==> src/baud_pkg.sv <==
package baud_pkg;

    // Register byte addresses on the AXI4-Lite slave
    localparam logic [3:0]  ADDR_DIV_LOW   = 4'h0;
    localparam logic [3:0]  ADDR_DIV_HIGH  = 4'h4;
    localparam logic [3:0]  ADDR_CTRL      = 4'h8;
    localparam logic [3:0]  ADDR_STAT      = 4'hC;

    // Divisor layout
    localparam int          DIV_W          = 12;
    localparam int          DIV_LOW_W      = 8;
    localparam int          DIV_HIGH_W     = 4;
    localparam logic [11:0] DIV_RESET      = 12'h000;

    // Control bit positions
    localparam int          CTRL_DOUBLE    = 0;
    localparam int          CTRL_SYNC      = 1;
    localparam int          CTRL_PIN_DIR   = 2;
    localparam int          CTRL_POLARITY  = 3;
    localparam int          CTRL_W         = 4;

    // Oversampling counts per bit
    localparam logic [3:0]  OVS_NORMAL_LAST = 4'hF;
    localparam logic [3:0]  OVS_DOUBLE_LAST = 4'h7;

    // AXI response codes
    localparam logic [1:0]  RESP_OKAY      = 2'b00;
    localparam logic [1:0]  RESP_SLVERR    = 2'b10;

    // Clock operating modes
    typedef enum logic [1:0] {
        MODE_ASYNC_NORMAL = 2'b00,
        MODE_ASYNC_DOUBLE = 2'b01,
        MODE_SYNC_MASTER  = 2'b11,
        MODE_SYNC_SLAVE   = 2'b10
    } clk_mode_e;

    // Control settings carried together
    typedef struct packed {
        logic xfer_clk_polarity;
        logic xfer_clk_pin_dir;
        logic sync_async_sel;
        logic double_rate_sel;
    } clk_ctrl_s;

    // Clock strobes handed to the data paths
    typedef struct packed {
        logic tx_change;
        logic rx_sample;
        logic rx_tick;
    } clk_strobe_s;

endpackage

==> src/baud_clock_gen.sv <==
`timescale 1ns/1ps

// Function
// - Async normal: bit rate is system clock over sixteen times divisor plus one.
// - Double speed async: divide by eight instead of sixteen.
// - Sync master: bit rate is system clock over two times divisor plus one.
// - Divisor joins high and low registers, accepting zero through 4095.
// - Double speed setting has no effect in synchronous operation.
// - Double speed receiver uses eight samples per bit, not sixteen.
// - Slave external clock passes synchroniser then edge detector before use.
// - Sync pin is clock input in slave, clock output in master.
// - Sync receive samples on the edge opposite to transmit change.
// - Polarity clear: change rising, sample falling; set: the reverse.
// - Down-counter reloads at zero or low-divisor write, pulsing at zero.
// - Mode bit picks async or sync; pin direction picks master or slave.
module baud_clock_gen
#(
    parameter int DIV_WIDTH = baud_pkg::DIV_W
)
(
    input  wire logic        SYS_CLK_I,
    input  wire logic        RST_I,
    // AXI4-Lite slave
    input  wire logic [3:0]  S_AXI_AWADDR_I,
    input  wire logic        S_AXI_AWVALID_I,
    output logic             S_AXI_AWREADY_O,
    input  wire logic [31:0] S_AXI_WDATA_I,
    input  wire logic [3:0]  S_AXI_WSTRB_I,
    input  wire logic        S_AXI_WVALID_I,
    output logic             S_AXI_WREADY_O,
    output logic [1:0]       S_AXI_BRESP_O,
    output logic             S_AXI_BVALID_O,
    input  wire logic        S_AXI_BREADY_I,
    input  wire logic [3:0]  S_AXI_ARADDR_I,
    input  wire logic        S_AXI_ARVALID_I,
    output logic             S_AXI_ARREADY_O,
    output logic [31:0]      S_AXI_RDATA_O,
    output logic [1:0]       S_AXI_RRESP_O,
    output logic             S_AXI_RVALID_O,
    input  wire logic        S_AXI_RREADY_I,
    // Transfer clock pin, three signals
    input  wire logic        XFER_CLK_PIN_I,
    output logic             XFER_CLK_PIN_O,
    output logic             XFER_CLK_PIN_OE_O,
    // Strobes to transmitter and receiver
    output logic             TX_CHANGE_O,
    output logic             RX_SAMPLE_O,
    output logic             RX_TICK_O
);

    logic [DIV_WIDTH-1:0]          rate_divisor;
    logic [baud_pkg::DIV_LOW_W-1:0]  rate_divisor_low_reg;
    logic [baud_pkg::DIV_HIGH_W-1:0] rate_divisor_high_reg;
    baud_pkg::clk_ctrl_s           ctrl_reg;
    baud_pkg::clk_mode_e           mode;
    baud_pkg::clk_strobe_s         strobe_next;
    baud_pkg::clk_strobe_s         strobe_reg;
    logic [DIV_WIDTH-1:0]          count_reg;
    logic                          baud_tick;
    logic [3:0]                    ovs_reg;
    logic [3:0]                    ovs_last;
    logic                          ovs_wrap;
    logic                          pin_clk_reg;
    logic                          ext_rise;
    logic                          ext_fall;
    logic                          aw_held_reg;
    logic [3:0]                    aw_addr_reg;
    logic                          w_held_reg;
    logic [31:0]                   w_data_reg;
    logic [3:0]                    w_strb_reg;
    logic                          wr_fire;
    logic                          low_write;
    logic [31:0]                   rd_data;
    logic [1:0]                    rd_resp;

    // Divisor from both registers
    assign rate_divisor = {rate_divisor_high_reg, rate_divisor_low_reg};

    // Mode decode
    always_comb
    begin
        if (ctrl_reg.sync_async_sel)
        begin
            mode = ctrl_reg.xfer_clk_pin_dir ? baud_pkg::MODE_SYNC_MASTER
                                             : baud_pkg::MODE_SYNC_SLAVE;
        end
        else
        begin
            mode = ctrl_reg.double_rate_sel ? baud_pkg::MODE_ASYNC_DOUBLE
                                            : baud_pkg::MODE_ASYNC_NORMAL;
        end
    end

    // Write address channel capture
    always_ff @(posedge SYS_CLK_I or posedge RST_I)
    begin
        if (RST_I)
        begin
            aw_held_reg <= 1'b0;
            aw_addr_reg <= 4'h0;
        end
        else if (wr_fire)
        begin
            aw_held_reg <= 1'b0;
        end
        else if (S_AXI_AWVALID_I && S_AXI_AWREADY_O)  // Take only on a handshake
        begin
            aw_held_reg <= 1'b1;
            aw_addr_reg <= S_AXI_AWADDR_I;
        end
    end

    // Write data channel capture
    always_ff @(posedge SYS_CLK_I or posedge RST_I)
    begin
        if (RST_I)
        begin
            w_held_reg <= 1'b0;
            w_data_reg <= 32'h0000_0000;
            w_strb_reg <= 4'h0;
        end
        else if (wr_fire)
        begin
            w_held_reg <= 1'b0;
        end
        else if (S_AXI_WVALID_I && S_AXI_WREADY_O)  // Take only on a handshake
        begin
            w_held_reg <= 1'b1;
            w_data_reg <= S_AXI_WDATA_I;
            w_strb_reg <= S_AXI_WSTRB_I;
        end
    end

    assign wr_fire   = aw_held_reg && w_held_reg && !S_AXI_BVALID_O;
    assign low_write = wr_fire && (aw_addr_reg == baud_pkg::ADDR_DIV_LOW) && w_strb_reg[0];

    // Ready outputs registered, low while a word is held
    always_ff @(posedge SYS_CLK_I or posedge RST_I)
    begin
        if (RST_I)
        begin
            S_AXI_AWREADY_O <= 1'b0;
            S_AXI_WREADY_O  <= 1'b0;
        end
        else
        begin
            S_AXI_AWREADY_O <= !aw_held_reg && !(S_AXI_AWVALID_I && S_AXI_AWREADY_O);
            S_AXI_WREADY_O  <= !w_held_reg && !(S_AXI_WVALID_I && S_AXI_WREADY_O);
        end
    end

    // Register writes, byte lane zero only carries data
    always_ff @(posedge SYS_CLK_I or posedge RST_I)
    begin
        if (RST_I)
        begin
            rate_divisor_low_reg  <= baud_pkg::DIV_RESET[baud_pkg::DIV_LOW_W-1:0];
            rate_divisor_high_reg <= baud_pkg::DIV_RESET[DIV_WIDTH-1:baud_pkg::DIV_LOW_W];
            ctrl_reg              <= '0;
        end
        else if (wr_fire && w_strb_reg[0])
        begin
            unique case (aw_addr_reg)
                baud_pkg::ADDR_DIV_LOW:
                    rate_divisor_low_reg <= w_data_reg[baud_pkg::DIV_LOW_W-1:0];
                baud_pkg::ADDR_DIV_HIGH:
                    rate_divisor_high_reg <= w_data_reg[baud_pkg::DIV_HIGH_W-1:0];
                baud_pkg::ADDR_CTRL:
                    ctrl_reg <= w_data_reg[baud_pkg::CTRL_W-1:0];
                default:
                    ;
            endcase
        end
    end

    // Write response
    always_ff @(posedge SYS_CLK_I or posedge RST_I)
    begin
        if (RST_I)
        begin
            S_AXI_BVALID_O <= 1'b0;
            S_AXI_BRESP_O  <= baud_pkg::RESP_OKAY;
        end
        else if (wr_fire)
        begin
            S_AXI_BVALID_O <= 1'b1;
            S_AXI_BRESP_O  <= (aw_addr_reg == baud_pkg::ADDR_STAT)
                              || (aw_addr_reg[1:0] != 2'b00) ? baud_pkg::RESP_SLVERR
                                                             : baud_pkg::RESP_OKAY;
        end
        else if (S_AXI_BREADY_I)
        begin
            S_AXI_BVALID_O <= 1'b0;
        end
    end

    // Read decode
    always_comb
    begin
        rd_data = 32'h0000_0000;
        rd_resp = baud_pkg::RESP_OKAY;
        unique case (S_AXI_ARADDR_I)
            baud_pkg::ADDR_DIV_LOW:  rd_data[baud_pkg::DIV_LOW_W-1:0] = rate_divisor_low_reg;
            baud_pkg::ADDR_DIV_HIGH: rd_data[baud_pkg::DIV_HIGH_W-1:0] = rate_divisor_high_reg;
            baud_pkg::ADDR_CTRL:     rd_data[baud_pkg::CTRL_W-1:0] = ctrl_reg;
            baud_pkg::ADDR_STAT:     rd_data[DIV_WIDTH-1:0] = count_reg;
            default:                 rd_resp = baud_pkg::RESP_SLVERR;
        endcase
    end

    // Read channel, one transfer at a time
    always_ff @(posedge SYS_CLK_I or posedge RST_I)
    begin
        if (RST_I)
        begin
            S_AXI_ARREADY_O <= 1'b0;
            S_AXI_RVALID_O  <= 1'b0;
            S_AXI_RDATA_O   <= 32'h0000_0000;
            S_AXI_RRESP_O   <= baud_pkg::RESP_OKAY;
        end
        else if (S_AXI_ARVALID_I && S_AXI_ARREADY_O)
        begin
            S_AXI_ARREADY_O <= 1'b0;
            S_AXI_RVALID_O  <= 1'b1;
            S_AXI_RDATA_O   <= rd_data;
            S_AXI_RRESP_O   <= rd_resp;
        end
        else if (S_AXI_RVALID_O)
        begin
            if (S_AXI_RREADY_I)
            begin
                S_AXI_RVALID_O <= 1'b0;
            end
        end
        else
        begin
            S_AXI_ARREADY_O <= 1'b1;
        end
    end

    // Baud down-counter, reload at zero or low write
    always_ff @(posedge SYS_CLK_I or posedge RST_I)
    begin
        if (RST_I)
        begin
            count_reg <= baud_pkg::DIV_RESET;
        end
        else if (low_write)
        begin
            count_reg <= {rate_divisor_high_reg, w_data_reg[baud_pkg::DIV_LOW_W-1:0]};
        end
        else if (count_reg == '0)
        begin
            count_reg <= rate_divisor;
        end
        else
        begin
            count_reg <= count_reg - 1'b1;
        end
    end

    // One pulse per zero, divides by divisor plus one
    assign baud_tick = (count_reg == '0) && !low_write;

    // Samples per bit: sixteen normal, eight double; sync modes take the sixteen default
    always_comb
    begin
        unique case (mode)
            baud_pkg::MODE_ASYNC_DOUBLE: ovs_last = baud_pkg::OVS_DOUBLE_LAST;
            default:                     ovs_last = baud_pkg::OVS_NORMAL_LAST;
        endcase
    end

    // Oversample counter, wraps once per bit in async modes
    always_ff @(posedge SYS_CLK_I or posedge RST_I)
    begin
        if (RST_I)
        begin
            ovs_reg <= 4'h0;
        end
        else if (ctrl_reg.sync_async_sel)
        begin
            ovs_reg <= 4'h0;
        end
        else if (baud_tick)
        begin
            ovs_reg <= (ovs_reg >= ovs_last) ? 4'h0 : ovs_reg + 4'h1;
        end
    end

    assign ovs_wrap = baud_tick && (ovs_reg >= ovs_last);

    // Master toggles the pin clock on each tick: divide by two
    always_ff @(posedge SYS_CLK_I or posedge RST_I)
    begin
        if (RST_I)
        begin
            pin_clk_reg <= 1'b0;
        end
        else if (mode == baud_pkg::MODE_SYNC_MASTER)
        begin
            if (baud_tick)
            begin
                pin_clk_reg <= ~pin_clk_reg;
            end
        end
        else
        begin
            pin_clk_reg <= ctrl_reg.xfer_clk_polarity;
        end
    end

    // Slave clock input path; far side keeps it below a quarter rate
    xfer_clk_sync u_sync
    (
        .sys_clk_i (SYS_CLK_I),
        .rst_i     (RST_I),
        .pin_i     (XFER_CLK_PIN_I),
        .rise_o    (ext_rise),
        .fall_o    (ext_fall)
    );

    // Strobe selection per mode and polarity
    always_comb
    begin
        strobe_next = '0;
        unique case (mode)
            baud_pkg::MODE_ASYNC_NORMAL, baud_pkg::MODE_ASYNC_DOUBLE:
            begin
                strobe_next.rx_tick   = baud_tick;
                strobe_next.tx_change = ovs_wrap;
            end
            baud_pkg::MODE_SYNC_MASTER:
            begin
                strobe_next.rx_tick = baud_tick;
                // Leaving the polarity level is the change edge
                strobe_next.tx_change = baud_tick && (pin_clk_reg == ctrl_reg.xfer_clk_polarity);
                strobe_next.rx_sample = baud_tick && (pin_clk_reg != ctrl_reg.xfer_clk_polarity);
            end
            baud_pkg::MODE_SYNC_SLAVE:
            begin
                strobe_next.tx_change = ctrl_reg.xfer_clk_polarity ? ext_fall : ext_rise;
                strobe_next.rx_sample = ctrl_reg.xfer_clk_polarity ? ext_rise : ext_fall;
            end
        endcase
    end

    // Registered strobes and pin drive
    always_ff @(posedge SYS_CLK_I or posedge RST_I)
    begin
        if (RST_I)
        begin
            strobe_reg        <= '0;
            XFER_CLK_PIN_OE_O <= 1'b0;
        end
        else
        begin
            strobe_reg        <= strobe_next;
            XFER_CLK_PIN_OE_O <= (mode == baud_pkg::MODE_SYNC_MASTER);
        end
    end

    // Pin straight from the toggle flop, so its edge lines up with the strobe
    assign XFER_CLK_PIN_O = pin_clk_reg;
    assign TX_CHANGE_O = strobe_reg.tx_change;
    assign RX_SAMPLE_O = strobe_reg.rx_sample;
    assign RX_TICK_O   = strobe_reg.rx_tick;

endmodule

==> src/xfer_clk_sync.sv <==
`timescale 1ns/1ps

// Synchroniser and edge detector for the external transfer clock
module xfer_clk_sync
(
    input  wire logic sys_clk_i,
    input  wire logic rst_i,
    input  wire logic pin_i,
    output logic      rise_o,
    output logic      fall_o
);

    logic meta_reg;
    logic sync_reg;
    logic last_reg;

    // Two stages, then one more for edge history
    always_ff @(posedge sys_clk_i or posedge rst_i)
    begin
        if (rst_i)
        begin
            meta_reg <= 1'b0;
            sync_reg <= 1'b0;
            last_reg <= 1'b0;
        end
        else
        begin
            meta_reg <= pin_i;
            sync_reg <= meta_reg;
            last_reg <= sync_reg;
        end
    end

    // Edge detection on the synchronised level only
    assign rise_o = sync_reg & ~last_reg;
    assign fall_o = ~sync_reg & last_reg;

endmodule
==> config.mk <==
export PLATFORM = sky130hd
export DESIGN_NAME = baud_clock_gen
export DESIGN_NICKNAME = d
export VERILOG_FILES = /design/src/baud_pkg.sv /design/src/baud_clock_gen.sv /design/src/xfer_clk_sync.sv
export SDC_FILE = /design/constraint.sdc
export NUM_CORES = 1
export LEC_CHECK = 0
export BUFFER_PORTS_ARGS = -buffer_cell sky130_fd_sc_hd__buf_2
export CAP_MARGIN = 20
export CORE_UTILIZATION = 55
export DETAILED_ROUTE_END_ITERATION = 12
export GPL_ROUTABILITY_DRIVEN = 0
export MAX_ROUTING_LAYER = met4
export PLACE_DENSITY = 0.83
export SYNTH_ARGS = -nofsm -noshare
export SYNTH_HDL_FRONTEND = slang
export SYNTH_SLANG_ARGS = --single-unit
==> constraint.sdc <==
create_clock -name SYS_CLK_I -period 4.6 [get_ports SYS_CLK_I]
set_input_delay 0.46 -clock SYS_CLK_I [delete_from_list [all_inputs] [get_ports SYS_CLK_I]]
set_output_delay 0.46 -clock SYS_CLK_I [all_outputs]
set_load 0.02 [all_outputs]
Yosys cells after proc, flatten, opt, wreduce, memory -nomap -nowiden
Cells that the tools add are included.
Word-level totals
  bits in writable memories: 0
  word-level logic and storage cells: 121
  bits in latches: 0
  memories: 0
  input port bits: 52
  flip-flop bits (word level): 76
  bits in read-only memories: 0
  output and inout port bits: 46
Cells by class
  add/subtract/negate cells: 2
  divide/modulo/power cells: 0
  reduce and logical (&&, ||, !) cells: 38
  order comparisons: 1
  muxes and demuxes: 32
  $mul: 0
  shift-type cells: 0
  bitwise operators: 6
  eq/ne operators: 13
Operators with widths (number)
  12-bit 2-to-1 mux: 2
  4-bit 2-to-1 mux: 5
  1-bit 2-to-1 mux: 18
  4-bit equality test (second input constant): 4
  4-bit one-hot mux with 4 select lines: 1
  1-bit logical AND: 14
  12-bit zero test: 1
  12-bit by 1-bit subtractor with 12-bit output (second input constant): 1
  2-bit AND reduction: 5
  2-bit nonzero test: 5
  4-bit by 3-bit equality test with 1-bit output (second input constant): 2
  4-bit zero test: 2
  4-bit one-hot mux with 2 select lines: 1
  1-bit zero test: 6
  2-bit 2-to-1 mux: 3
  4-bit by 1-bit adder with 4-bit output (second input constant): 1
  2-bit equality test (second input constant): 2
  4-bit >= comparator: 1
  1-bit inverter: 4
  4-bit OR reduction: 1
  1-bit one-hot mux with 3 select lines: 1
  3-bit OR reduction: 1
  1-bit bitwise AND: 2
  2-bit by 1-bit equality test with 1-bit output (second input constant): 1
  other kinds (8): 8

Logic depth before layout (Yosys ltp)
  word-level depth: 8
  gate-level depth with buffers: 7
  depth with buffers taken out: 6

Cells and area by module
Synthesis repeated with hierarchy kept, for this count alone.
Unflattened totals
  cell total of the unflattened synthesis: 327
  area total of the unflattened synthesis: 3512.1 sq um
Modules (own cells, without submodules)
  baud_clock_gen: times used 1, area each 3418.3 sq um, cells each 321, sequential area each 1776.7 sq um
  xfer_clk_sync: times used 1, area each 93.8 sq um, cells each 6, sequential area each 75.1 sq um

Worst setup path after synthesis
No wires, ideal clock.
  path kind: reg2reg
  start point: reg S_AXI_BVALID_O
  end point: reg rate_divisor_high_reg[0] (netlist bit)
  path buffers: 0
  arrival time: 1681 ps
  setup time: 128 ps
  cell stages (with the launch flop): 4
  period minus slack after synthesis: 1809 ps
  setup slack: 2791 ps
  data required time: 4472 ps
  cell sequence: dfrtp_1 > nand3b_1 > or4b_1 > mux2_1
On the way
  longest elaborated chain between the ends: 4
RTL lines
  start, declared: line baud_clock_gen.sv:32  | output logic S_AXI_BVALID_O,
  start signal, assigned: line baud_clock_gen.sv:181  | S_AXI_BVALID_O <= 1'b0;
  start signal, assigned: line baud_clock_gen.sv:186  | S_AXI_BVALID_O <= 1'b1;
  start signal, assigned: line baud_clock_gen.sv:193  | S_AXI_BVALID_O <= 1'b0;
  1-bit zero test: line baud_clock_gen.sv:134  | assign wr_fire = aw_held_reg && w_held_reg && !S_AXI_BVALID_O;
  1-bit logical AND: line baud_clock_gen.sv:134
  1-bit logical AND: line baud_clock_gen.sv:161  | else if (wr_fire && w_strb_reg[0])
  2-bit AND reduction (no source line)
  end signal, assigned: line baud_clock_gen.sv:158  | rate_divisor_high_reg <= baud_pkg::DIV_RESET[DIV_WIDTH-1:baud_pkg::DIV_LOW_W];
  end signal, assigned: line baud_clock_gen.sv:167  | rate_divisor_high_reg <= w_data_reg[baud_pkg::DIV_HIGH_W-1:0];
  end, declared: line baud_clock_gen.sv:53  | logic [baud_pkg::DIV_HIGH_W-1:0] rate_divisor_high_reg;
No other way between the ends.
A chain may end at the register's enable or synchronous reset.

==> results.cfg <==
[run_status]
status = completed

[synth]
postSynthCellCount = 331
synth-simple-area-share_pct = 16.49
synth_compound_area_share_pct = 10.03
synth-main-ff-cell = dfrtp_1
synth_cell_types = 52
async_flop_share_pct = 100.0
synth-seq-cells = 74
yosysSeqAreaShare_pct = 52.26
synth-adder-area-share_pct = 1.412
synth_top_area_share_pct = 52.26
synth_top_family_by_area = simple AND/OR/NAND/NOR gates
synth_mux_area_share_pct = 10.35
yosysWarnings = 0
synth.largest_area_cell = dfrtp_1
synth.area.top_cells = dfrtp_1 52%, buf_4 4.7%, mux2_2 4.1%
syn-mean-instance-area_sq_um = 10.71
synth_xor_area_share_pct = 1.730
syn_area_sq_mm = 0.003543
synth_edf_count = 0

[floorplan]
ios = 98
rows = 28
die_w_um = 82.27
coreArea_sq_mm = 0.006061
die_area_sq_mm = 0.006768
die_h_um = 82.27
initial_core_util_pct = 58.46

[clock_tree]
cts_hold_buf = 0
ctsHtreeMaxLevel = 3
clock-sinks = 74
cts_inserted_buffers = 9
clkTransAtPathRegs_ns = 0.07
cts_root_buf = clkbuf_8
cts_resized = 0
insertion_delay_ns = 0.35
clock_path_buffers = 2
cts_tree = built
post-cts-setup-buffer-count = 0

[global_route]
gr-total-overflow = 0
first_global_vias = 2419
grt_pass1_wl_mm = 11.39
antenna_found_initial = 0
track_usage_pct = 23.78
grt_max_degree = 41

[pwr]
switching_share_pct = 34.85
share_comb_of_total_power_pct = 28.0
leakage_nw = 1.957
clockPowerShare_pct = 25.1
p_int_mw = 1.568
total_power_mw = 2.407
p_sw_mw = 0.8388
seqPwrFrac_pct = 46.9
ir_drop_uv = 435.2
powerDensity_mw_per_mm2 = 605.5

[placed_design]
io_buffers = 48
pre_cts_slack_ns = 2.369
hpwl_mm = 4.957

[timing]
finalSetupTns_ns = 0
skew_ns = 0.01018
post-route-period-util_pct = 48.77
hold_ws_ns = 0.2216
slew_headroom_pct = 43.35
fin_crit_ns = 2.243
drv_slew = 0
rsz0062_at_grt = false
fmax_ghz = 0.4457
setup_violations = 0
hold_viol = 0
worst_pin_slew_ns = 0.8420
finalWorstSetupSlack_ns = 2.357

[finish]
final_common_cell = dfrtp_1
nets = 431
num_antenna_cells = 0
synthToLayoutAreaGrowth_pct = 12.18
fillers = 497
drive_gt1_share_pct = 22.69
final_cell_mix = 74 x dfrtp_1, 48 x buf_2, 39 x nand2_1
regArea_sq_mm = 0.001852
multi_input_area_sq_mm = 0.001500

[critical_path]
cp.buffers_inverters = 0
critPathSlowestCell = or4_1
crit_chain = nor4_4 > nand4_2 > or4_1 > a31oi_1
critPathRequiredTime_ns = 4.86
cp.arrival_ns = 2.51
cpLargestDelayFamily = simple AND/OR/NAND/NOR gates
worstSetupPathType = register to register
crit_path_end_kind = register
crit_path_max_incr_delay_ns = 0.61
critPathLaunchType = register
crit_fanout = 15

[hold_path]
hold_path.class = input port to register

[drt]
dr_total_vias = 2579
wl_mm = 7.003
drc = 0
wl_per_cell_um = 15.43
first_pass_iters = 4
via_per_inst = 5.681
ant_nets = 0
drt-initial-drc-count = 192

[job]
maxCapViolCount = 0
==> worst reg2reg max path, stage by stage (launching register included) <==
cell     delay, ns
dfrtp_1       0.48
nor4_4        0.44
nand4_2       0.47
or4_1         0.61
a31oi_1       0.17
==> final timing paths <==
path	from	to	slack (ns)	depth (start not counted)
worst max register to register	count_reg[5]	TX_CHANGE_O	2.36	4
worst min-delay path	XFER_CLK_PIN_I	u_sync.meta_reg	0.22	1
min in group asynchronous	RST_I	count_reg[3]	0.28	2
worst min register to register	u_sync.meta_reg	u_sync.sync_reg	0.35	0
max in group asynchronous	RST_I	count_reg[2]	3.36	3
worst max-delay path	count_reg[5]	TX_CHANGE_O	2.36	4
==> cells in the mapped netlist, types with 3 or more instances <==
| library cell | n |
|---|---|
| nor2_1 | 23 |
| dfrtp_1 | 74 |
| mux2_1 | 10 |
| xnor2_1 | 4 |
| and3_1 | 5 |
| buf_4 | 22 |
| mux4_2 | 3 |
| mux2_2 | 13 |
| a22o_1 | 4 |
| o21ai_1 | 10 |
| clkbuf_1 | 12 |
| nand2_1 | 39 |
| a31oi_1 | 4 |
| xor2_1 | 3 |
| buf_2 | 3 |
| o31ai_1 | 5 |
| nor3_1 | 9 |
| ha_1 | 4 |
| a221oi_1 | 4 |
| nand3_1 | 7 |
| inv_1 | 9 |
| a21oi_1 | 11 |
| and2_1 | 3 |
| o21ai_0 | 6 |
| nand4_1 | 4 |
| or4_1 | 5 |
| mux2i_1 | 4 |
==> layout make-up <==
class	count	area share (%)
tap	75	2.361
sequential	74	46.58
multi-input combinational	231	37.74
inverter	9	0.8499
timing repair buffer	50	6.421
clock inverter	5	2.581
clock buffer	10	3.462
==> power groups by stage <==
stage	Sequential (mW)	Clock (mW)	Combinational (mW)
2_1_floorplan	1.12	0	0.505
3_3_place_gp	1.11	0	0.647
3_5_place_dp	1.13	0	0.675
4_1_cts	1.13	0.616	0.679
5_1_grt	1.16	0.640	0.751
6_report	1.13	0.604	0.673
==> logic make-up (layout without fill, tap and decap cells) <==
logic type,after synthesis,count (layout)
adder cells (fa/ha/maj),4,4
AO/OA/AOI/OAI,55,55
XOR/XNOR,7,7
multiplexers,30,30
buffers and inverters,47,74
other,1,22
flip-flops,74,74
AND/OR/NAND/NOR,113,113
==> per-stage QoR <==
step | std cells | utilization, % | area [sq um]
final | 454 | 65.59 | 3975
after detailed placement | 439 | 61.62 | 3735
after CTS | 454 | 65.59 | 3975
after global placement | 439 | 61.62 | 3735
after floorplan | 352 | - | 3622
after global routing | 454 | 65.59 | 3975
==> routing by layer <==
| metal | up-vias | part of all wire (%) | track usage [%] | wire length, um |
|---|---|---|---|---|
| met3 | 6 | 5.3 | 7.582 | 371 |
| met1 | 1273 | 46 | 29.82 | 3187 |
| met4 | 0 | 1.1 | 7.895 | 80 |
| li1 | 1221 | - | - | - |
| met5 | - | 0 | - | 0 |
| met2 | 79 | 48 | 36.53 | 3363 |
Note: power is estimated with default switching activity, not from simulation.
